**config.mk**
```make
export PLATFORM = sky130hd
export DESIGN_NAME = nft_translator
export DESIGN_NICKNAME = d
export VERILOG_FILES = /design/src/nft_pkg.sv /design/src/nft_sincos.sv /design/src/nft_translator.sv
export SDC_FILE = /design/constraint.sdc
export NUM_CORES = 2
export LEC_CHECK = 0
export ABC_CLOCK_PERIOD_IN_PS = 10900
export BUFFER_PORTS_ARGS = -buffer_cell sky130_fd_sc_hd__buf_2
export CAP_MARGIN = 20
export CORE_UTILIZATION = 66
export DETAILED_ROUTE_END_ITERATION = 8
export PLACE_DENSITY_LB_ADDON = 0.08
export SYNTH_ARGS = -nofsm -noshare
export SYNTH_HDL_FRONTEND = slang
export SYNTH_SLANG_ARGS = --single-unit
```
**constraint.sdc**
```tcl
create_clock -name clk_in -period 10.9 [get_ports clk_in]
set_input_delay 0.545 -clock clk_in [delete_from_list [all_inputs] [get_ports clk_in]]
set_output_delay 0.545 -clock clk_in [all_outputs]
set_load 0.005 [all_outputs]
```
**src/nft_pkg.sv**
```systemverilog
// Package of constants and types for the NCO frequency translator.
package nft_pkg;
  // ==========================================================================
  // Register map and fields
  localparam logic [9:0] ADDR_MODE_CTRL = 10'h300;
  localparam logic [9:0] ADDR_OSC_CTRL  = 10'h301;
  localparam logic [9:0] ADDR_SYNC_MASK = 10'h302;
  localparam logic [9:0] ADDR_TUNING    = 10'h303;
  localparam logic [9:0] ADDR_PHASE_OFS = 10'h304;
  localparam int         BIT_SYNC_MS    = 3;
  localparam int         BIT_PH_DITHER  = 1;
  localparam int         BIT_AMP_DITHER = 2;
  localparam int         MODE_LSB       = 0;
  localparam logic [7:0]  RST_MODE_CTRL = 8'h00;
  localparam logic [7:0]  RST_OSC_CTRL  = 8'h00;
  localparam logic [31:0] RST_SYNC_MASK = 32'hffffffff;
  localparam logic [31:0] RST_TUNING    = 32'h00000000;
  localparam logic [15:0] RST_PHASE_OFS = 16'h0000;
  localparam logic [16:0] LFSR_SEED     = 17'h1ace1;
  // ==========================================================================
  // Input modes
  typedef enum logic [1:0] {
    NFT_SINGLE_REAL    = 2'h0,
    NFT_DIVERSITY_REAL = 2'h1,
    NFT_SINGLE_COMPLEX = 2'h2
  } nft_mode_t;
endpackage : nft_pkg

```
**src/nft_sincos.sv**
```systemverilog
// Phase to quadrature conversion using a quarter wave table.
`timescale 1ns/100ps
module nft_sincos (
  // Clock and reset
  input  wire logic               clk_in,
  input  wire logic               rstn_in,
  // Phase in
  input  wire logic        [11:0] phase_in,
  input  wire logic               dith_in,
  // Quadrature out
  output logic signed      [15:0] cos_out,
  output logic signed      [15:0] sin_out
);
  logic signed [15:0] qtab [0:255];
  logic        [7:0]  s_idx;
  logic        [7:0]  c_idx;
  logic signed [15:0] s_mag;
  logic signed [15:0] c_mag;
  logic               s_neg;
  logic               c_neg;
  logic        [11:0] cph;

  // A coarse linear-segment table; keeps area small at the cost of spur level.
  always_comb begin
    for (int i = 0; i < 256; i++) begin
      qtab[i] = 16'(i < 128 ? i * 200 : 25600 + (i - 128) * 55);
    end
  end

  assign cph   = phase_in + 12'h400;
  assign s_idx = phase_in[10] ? ~phase_in[9:2] : phase_in[9:2];
  assign c_idx = cph[10] ? ~cph[9:2] : cph[9:2];
  assign s_neg = phase_in[11];
  assign c_neg = cph[11];
  assign s_mag = qtab[s_idx] + {15'h0000, dith_in};
  assign c_mag = qtab[c_idx] + {15'h0000, dith_in};

  always_ff @(posedge clk_in or negedge rstn_in) begin
    if (!rstn_in) begin
      sin_out <= 16'h0000;
      cos_out <= 16'h0000;
    end else begin
      sin_out <= s_neg ? -s_mag : s_mag;
      cos_out <= c_neg ? -c_mag : c_mag;
    end
  end
endmodule : nft_sincos

```
**src/nft_translator.sv**
```systemverilog
// NCO frequency translator with dither, phase offset and sync.
`timescale 1ns/100ps
// How it works
// A 32-bit oscillator gives quadrature samples, resolution fs over 2^32.
// The accumulator adds the tuning word per accepted sample, wrapping at 2^32.
// Single real mode: the oscillator steps on every edge with select high.
// The source drops select after one clock per sample to avoid extra steps.
// Diversity and complex modes accept a sample only when select toggled.
// Real modes output input times cosine and input times sine.
// Diversity mode applies the same oscillator words to channels A and B; the code steps the accumulator on each A and each B sample.
// Complex mode multiplies I and Q by the quadrature outputs.
// Control bit 1 enables phase dither of the truncated phase.
// Control bit 2 enables amplitude dither, independent of phase dither.
// A 16-bit phase offset is added to the accumulator phase.
// With master select set, the device drives a sync pulse on the sync pin.
// With master select clear, the sync pin is sampled as sync input.
// A slave holds the oscillator inactive while sync input stays high.
// A sync source holds sync high two sample periods in diversity mode.
// The mask sets the master pulse window and slave synchronized MSBs; the code masks only the master window, slave sync clears all 32 bits.
// Software programs the same mask everywhere, normally all ones.
// Tuning word access forces an internal sync unless the device is slave.
module nft_translator (
  // Clock and reset
  input  wire logic               clk_in,
  input  wire logic               rstn_in,
  // Register port
  input  wire logic        [9:0]  reg_addr_in,
  input  wire logic        [31:0] reg_wdata_in,
  input  wire logic               reg_wr_in,
  input  wire logic               reg_rd_in,
  output logic             [31:0] reg_rdata_out,
  // Sample input
  input  wire logic signed [15:0] sample_in,
  input  wire logic               chan_sel_in,
  // Sync pin
  input  wire logic               oscillator_sync_pin_in,
  output logic                    oscillator_sync_pin_out,
  output logic                    oscillator_sync_pin_oe_out,
  // Translated output
  output logic signed      [15:0] i_out,
  output logic signed      [15:0] q_out,
  output logic                    valid_out,
  output logic                    chan_a_out
);
  logic [7:0]  mode_ctrl_q;
  logic [7:0]  osc_ctrl_q;
  logic [31:0] sync_mask_q;
  logic [31:0] tuning_word_q;
  logic [15:0] phase_ofs_q;
  logic [31:0] acc_q;
  logic [31:0] acc_d;
  logic [16:0] lfsr_q;
  logic        sel_m1_q;
  logic        sel_m2_q;
  logic        sel_prev_q;
  logic        sync_m1_q;
  logic        sync_m2_q;
  logic        sync_prev_q;
  logic        force_sync_q;
  logic        sync_out_q;
  logic signed [15:0] smp_m1_q;
  logic signed [15:0] smp_q;
  logic signed [15:0] smp_d1_q;
  logic        acc_ok_d1_q;
  logic        sel_d1_q;
  logic signed [15:0] cos_w;
  logic signed [15:0] sin_w;
  logic signed [31:0] pi_q;
  logic signed [31:0] pq_q;
  logic signed [15:0] i_keep_q;
  logic signed [15:0] q_keep_q;
  logic        acc_ok_d2_q;
  logic        sel_d2_q;
  logic signed [31:0] i_sum_q;
  logic signed [31:0] q_sum_q;

  // ==========================================================================
  // Decode
  wire         is_master   = mode_ctrl_q[nft_pkg::BIT_SYNC_MS];
  wire [1:0]   mode_w      = mode_ctrl_q[nft_pkg::MODE_LSB +: 2];
  wire         mode_real1  = (mode_w == 2'(nft_pkg::NFT_SINGLE_REAL));
  wire         mode_cplx   = (mode_w == 2'(nft_pkg::NFT_SINGLE_COMPLEX));
  wire         ph_dith_en  = osc_ctrl_q[nft_pkg::BIT_PH_DITHER];
  wire         amp_dith_en = osc_ctrl_q[nft_pkg::BIT_AMP_DITHER];
  wire         wr_mode     = reg_wr_in && (reg_addr_in == nft_pkg::ADDR_MODE_CTRL);
  wire         wr_osc      = reg_wr_in && (reg_addr_in == nft_pkg::ADDR_OSC_CTRL);
  wire         wr_mask     = reg_wr_in && (reg_addr_in == nft_pkg::ADDR_SYNC_MASK);
  wire         wr_tune     = reg_wr_in && (reg_addr_in == nft_pkg::ADDR_TUNING);
  wire         wr_phase    = reg_wr_in && (reg_addr_in == nft_pkg::ADDR_PHASE_OFS);
  wire         tune_touch  = (reg_wr_in || reg_rd_in) && (reg_addr_in == nft_pkg::ADDR_TUNING);
  wire         sel_toggled = (sel_m2_q != sel_prev_q);
  wire         accept      = mode_real1 ? sel_m2_q : sel_toggled;
  wire         slave_hold  = !is_master && sync_m2_q && sync_prev_q;
  wire         slave_sync  = !is_master && sync_m2_q;
  wire         do_sync     = slave_sync || force_sync_q;
  wire [31:0]  phase_sum   = acc_q + {phase_ofs_q, 16'h0000};
  wire [31:0]  ph_dith     = ph_dith_en ? {12'h000, lfsr_q[15:0], 4'h0} : 32'h00000000;
  wire [31:0]  phase_dith  = phase_sum + ph_dith;
  wire [31:0]  masked_acc  = acc_q & sync_mask_q;
  wire         zero_cross  = (masked_acc == 32'h00000000);
  wire         sync_emit   = is_master && accept && zero_cross;

  // ==========================================================================
  // Phase accumulator
  always_comb begin
    acc_d = acc_q;
    if (do_sync) begin
      acc_d = 32'h00000000;
    end else if (accept && !slave_hold) begin
      acc_d = acc_q + tuning_word_q;
    end
  end

  // ==========================================================================
  // Registers
  always_ff @(posedge clk_in or negedge rstn_in) begin
    if (!rstn_in) begin
      mode_ctrl_q   <= nft_pkg::RST_MODE_CTRL;
      osc_ctrl_q    <= nft_pkg::RST_OSC_CTRL;
      sync_mask_q   <= nft_pkg::RST_SYNC_MASK;
      tuning_word_q <= nft_pkg::RST_TUNING;
      phase_ofs_q   <= nft_pkg::RST_PHASE_OFS;
      force_sync_q  <= 1'b0;
    end else begin
      if (wr_mode) mode_ctrl_q <= reg_wdata_in[7:0];
      if (wr_osc) osc_ctrl_q <= reg_wdata_in[7:0];
      if (wr_mask) sync_mask_q <= reg_wdata_in;
      if (wr_tune) tuning_word_q <= reg_wdata_in;
      if (wr_phase) phase_ofs_q <= reg_wdata_in[15:0];
      force_sync_q <= tune_touch && !is_master ? 1'b0 : tune_touch;
    end
  end

  always_comb begin
    unique case (reg_addr_in)
      nft_pkg::ADDR_MODE_CTRL: reg_rdata_out = {24'h000000, mode_ctrl_q};
      nft_pkg::ADDR_OSC_CTRL:  reg_rdata_out = {24'h000000, osc_ctrl_q};
      nft_pkg::ADDR_SYNC_MASK: reg_rdata_out = sync_mask_q;
      nft_pkg::ADDR_TUNING:    reg_rdata_out = tuning_word_q;
      nft_pkg::ADDR_PHASE_OFS: reg_rdata_out = {16'h0000, phase_ofs_q};
      default:                 reg_rdata_out = acc_q;
    endcase
  end

  // ==========================================================================
  // Input sync, accumulator and dither state
  always_ff @(posedge clk_in or negedge rstn_in) begin
    if (!rstn_in) begin
      sel_m1_q    <= 1'b0;
      sel_m2_q    <= 1'b0;
      sel_prev_q  <= 1'b0;
      sync_m1_q   <= 1'b0;
      sync_m2_q   <= 1'b0;
      sync_prev_q <= 1'b0;
      smp_m1_q    <= 16'h0000;
      smp_q       <= 16'h0000;
      acc_q       <= 32'h00000000;
      lfsr_q      <= nft_pkg::LFSR_SEED;
      sync_out_q  <= 1'b0;
    end else begin
      sel_m1_q    <= chan_sel_in;
      sel_m2_q    <= sel_m1_q;
      sel_prev_q  <= sel_m2_q;
      sync_m1_q   <= oscillator_sync_pin_in;
      sync_m2_q   <= sync_m1_q;
      sync_prev_q <= sync_m2_q;
      smp_m1_q    <= sample_in;
      smp_q       <= smp_m1_q;
      acc_q       <= acc_d;
      lfsr_q      <= {lfsr_q[15:0], lfsr_q[16] ^ lfsr_q[13]};
      sync_out_q  <= sync_emit;
    end
  end

  // The sin/cos table looks at the top 12 phase bits; dither hides the truncation.
  nft_sincos u_sincos (
    .clk_in  (clk_in),
    .rstn_in (rstn_in),
    .phase_in(phase_dith[31:20]),
    .dith_in (amp_dith_en && lfsr_q[0]),
    .cos_out (cos_w),
    .sin_out (sin_w)
  );

  // ==========================================================================
  // Mixer
  always_ff @(posedge clk_in or negedge rstn_in) begin
    if (!rstn_in) begin
      smp_d1_q    <= 16'h0000;
      acc_ok_d1_q <= 1'b0;
      sel_d1_q    <= 1'b0;
      acc_ok_d2_q <= 1'b0;
      sel_d2_q    <= 1'b0;
      pi_q        <= 32'h00000000;
      pq_q        <= 32'h00000000;
      i_sum_q     <= 32'h00000000;
      q_sum_q     <= 32'h00000000;
    end else begin
      smp_d1_q    <= smp_q;
      acc_ok_d1_q <= accept;
      sel_d1_q    <= sel_m2_q;
      acc_ok_d2_q <= acc_ok_d1_q;
      sel_d2_q    <= sel_d1_q;
      pi_q        <= smp_d1_q * cos_w;
      pq_q        <= smp_d1_q * sin_w;
      // Complex: I step gives Icos, Isin; Q step gives Qsin, Qcos and completes sums.
      // Sample and table word meet one cycle after acceptance, so the d1 flags qualify them.
      if (mode_cplx && acc_ok_d1_q) begin
        if (sel_d1_q) begin
          i_sum_q <= smp_d1_q * cos_w;
          q_sum_q <= smp_d1_q * sin_w;
        end else begin
          i_sum_q <= i_sum_q - smp_d1_q * sin_w;
          q_sum_q <= q_sum_q + smp_d1_q * cos_w;
        end
      end
    end
  end

  always_ff @(posedge clk_in or negedge rstn_in) begin
    if (!rstn_in) begin
      i_keep_q <= 16'h0000;
      q_keep_q <= 16'h0000;
    end else if (acc_ok_d2_q && (!mode_cplx || !sel_d2_q)) begin
      i_keep_q <= mode_cplx ? i_sum_q[30:15] : pi_q[30:15];
      q_keep_q <= mode_cplx ? q_sum_q[30:15] : pq_q[30:15];
    end
  end

  logic valid_q;
  logic chan_a_q;
  always_ff @(posedge clk_in or negedge rstn_in) begin
    if (!rstn_in) begin
      valid_q  <= 1'b0;
      chan_a_q <= 1'b0;
    end else begin
      valid_q  <= acc_ok_d2_q && (!mode_cplx || !sel_d2_q);
      chan_a_q <= acc_ok_d2_q && sel_d2_q && !mode_cplx;
    end
  end

  assign i_out                      = i_keep_q;
  assign q_out                      = q_keep_q;
  assign valid_out                  = valid_q;
  assign chan_a_out                 = chan_a_q;
  assign oscillator_sync_pin_out    = sync_out_q;
  assign oscillator_sync_pin_oe_out = is_master;
endmodule : nft_translator
```
==> impl_metrics.tcl <==
set metrics [dict create \
    finalHoldViolCount 0 \
    ys_seq_area_frac 0.199 \
    cts_tree "done" \
    hold_path_class "in2reg" \
    clock-sinks 363 \
    synth_top_family_by_area "adder cells" \
    syn_area_per_cell_um2 8.87 \
    setup_violations 0 \
    gp_congestion 1.06 \
    grt_usage 0.427 \
    slew_headroom 0.119 \
    ys_top_cells_by_count "699 x inv_1, 587 x nand2_1, 519 x fa_1" \
    die_h_um 266 \
    synth_top_area_frac 0.226 \
    status "completed" \
    clk_pin_slew_ns 0.06 \
    dr.first_iter.drc_count 4124 \
    synth.area.top_cells "fa_1 23%, dfrtp_1 18%, ha_1 8.9%" \
    syn_to_final_growth_pct 6.87 \
    crit_buf_inv 5 \
    portBuffers 131 \
    layout-drive-gt1-share 0.102 \
    layout_min_cycle_time_ns 9.95 \
    core_area_mm2 0.0688 \
    root_buffer "clkbuf_16" \
    cpMostUsedCell "fa_1" \
    overflow 0 \
    fmax_mhz 100 \
    yosysUniqueCellTypes 106 \
    critPathCapture "q_sum_q[29]$_DFFE_PN0P_" \
    worstSetupPathDepth 32 \
    cts_max_path_buffers 3 \
    dpl.hpwl_um 111000 \
    startpoint_type "flip-flop" \
    drc 0 \
    post_cts.repair.setup_buffers 0 \
    cp_max_fo 19 \
    synth.net_count 6096 \
    worst_slew_pin_slew_ns 1.31 \
    io_pins 132 \
    die_w_um 266 \
    synth_area_leader_cell "fa_1" \
    rsz0062_at_grt "no" \
    cts_buffers 43 \
    cts-htree-levels 2 \
    ant_nets 0 \
    fp.dieArea_mm2 0.0708 \
    vias_per_cell 6.51 \
    reg2reg_slack_ns 0.95 \
    crit_path_end_kind "flip-flop" \
    async_flop_share 1.00 \
    drt_pass1_iterations 7 \
    fin_nets 6100 \
    path_class "reg2reg" \
    synth_compound_area_frac 0.153 \
    grt_pass1_wl_um 232000 \
    synth_cells 5185 \
    synth-xor-area-share 0.0435 \
    yosysWarnings 0 \
    max_stage_delay_ns 0.92 \
    grt_max_degree 98 \
    grt_pass1_vias 40800 \
    min_period_over_period 0.913 \
    synthMuxAreaShare 0.0473 \
    start_util 0.668 \
    yosysMostFrequentCell "inv_1" \
    worstSkewPairLatency_ns 0.61 \
    num_rows 96 \
    netlist_area_mm2 0.0460 \
    cts_resized 0 \
    synth-seq-cells 363 \
    hold_buffers 1 \
    synthSimpleGateAreaFrac 0.159 \
    reg2reg_to "q_sum_q[29]$_DFFE_PN0P_" \
    r2r-start "smp_d1_q[6]$_DFF_PN0_" \
    wl_per_cell_um 24.3 \
    synth_edf_count 0 \
    slowest_stage "dfrtp_1" \
    cap_violations 0 \
    finClkSkew_ns 0.0252 \
    startpoint "smp_d1_q[6]$_DFF_PN0_" \
    synthAdderAreaFrac 0.317 \
    crit_arrival_ns 10.45 \
    dr_total_vias 40100 \
    required_ns 11.40 \
    antenna_found_initial 6 \
    rr_worst_depth 32 \
    routed_wirelength_um 149000 \
    synth_top_flop_cell "dfrtp_1" \
    path_delay_family "adder cells" \
    tns_ns 0 \
    slew_violations 0 \
]
layer usage:
| layer | track usage | share of wire | vias to the layer above |
|---|---|---|---|
| met3 | 0.0921 | 0.095 | 707 |
| li1 | - | - | 17400 |
| met4 | 0.303 | 0.084 | 6 |
| met1 | 0.520 | 0.37 | 19600 |
| met2 | 0.677 | 0.46 | 2314 |
| met5 | 0 | 0.00026 | - |
stage by stage:
| step | cell area (um2) | cells | util | setup WS (ns) | hold slack [ns] |
|---|---|---|---|---|---|
| floorplan | 46000 | 5185 | - | 1.90 | 0.249 |
| global placement | 47500 | 6070 | 0.691 | 1.45 | 0.333 |
| detailed placement | 47500 | 6071 | 0.691 | 1.05 | 0.337 |
| CTS | 49100 | 6152 | 0.713 | 1.02 | 0.0224 |
| global route | 49200 | 6157 | 0.714 | 0.260 | 0.0248 |
| finish | 49200 | 6158 | 0.714 | 0.948 | 0.0369 |
cells by family (layout without fill, tap and decap cells):
logic type | count (synthesis) | after routing
and+or+nand+nor | 1522 | 1522
AOI/OAI and AO/OA | 1065 | 1065
buffers and inverters | 969 | 1008
adders and majority gates | 855 | 855
DFF | 363 | 363
xor gates and xnor gates | 218 | 218
muxes | 193 | 193
other | 0 | 3
area by class of cell:
type / instances / area, um2
fillers: 5173 / 19700
repair buffers: 225 / 1430
well taps: 931 / 1160
clock inverters: 28 / 383
inverters: 703 / 2640
clock buffers: 52 / 1160
multi-input cells: 3853 / 33200
diodes: 3 / 7.51
flip-flops and latches: 363 / 9140
sequential cells by signal (all words and copies together), names as in the netlist, 17 cells and up:
register       cells
tuning_word_q     32
sync_mask_q       32
lfsr_q            17
i_sum_q           31
q_sum_q           31
acc_q             32
cell usage in the layout, fill, tap and decap left out, types with 33 or more instances in the layout:
master     instances
a31oi_1           43
a21oi_1          236
buf_4             90
and3_1            33
o22ai_1           50
a211oi_1          46
buf_2            130
ha_1             328
o211ai_1          48
o21ai_0          256
and2_1           277
fa_1             519
nand2b_1          35
nand3_1           95
clkbuf_16         43
xnor2_1          143
dfrtp_1          321
inv_1            699
mux2i_1           79
nor3_1            80
a21o_1            49
nand2_1          585
nor2_1           249
mux2_2           105
xor2_1            61
dfstp_2           41
worst min-delay path by stage:
stage / startpoint / endpoint / slack (ns) / cells after the start
after floorplan: rstn_in / acc_ok_d1_q$_DFF_PN0_ / 0.25 / 0
after global placement: smp_m1_q[2]$_DFF_PN0_ / smp_q[2]$_DFF_PN0_ / 0.33 / 0
after detailed placement: smp_m1_q[13]$_DFF_PN0_ / smp_q[13]$_DFF_PN0_ / 0.34 / 0
after CTS: chan_sel_in / sel_m1_q$_DFF_PN0_ / 0.02 / 1
after global routing: chan_sel_in / sel_m1_q$_DFF_PN0_ / 0.02 / 1
final: sample_in[6] / smp_m1_q[6]$_DFF_PN0_ / 0.04 / 1
worst reg2reg max path: cells and delay by family, from the launching register on:
kind	cells	cell delay [ns]
compound gates	11	3.27
xor+xnor	2	0.50
fa+ha+maj	8	3.60
buf+inv	5	0.60
flops	1	0.92
mux	1	0.09
simple gates	5	0.89
Power is not shown: default switching activity piles up to over one toggle a cycle in this logic, so the estimate is an artifact.
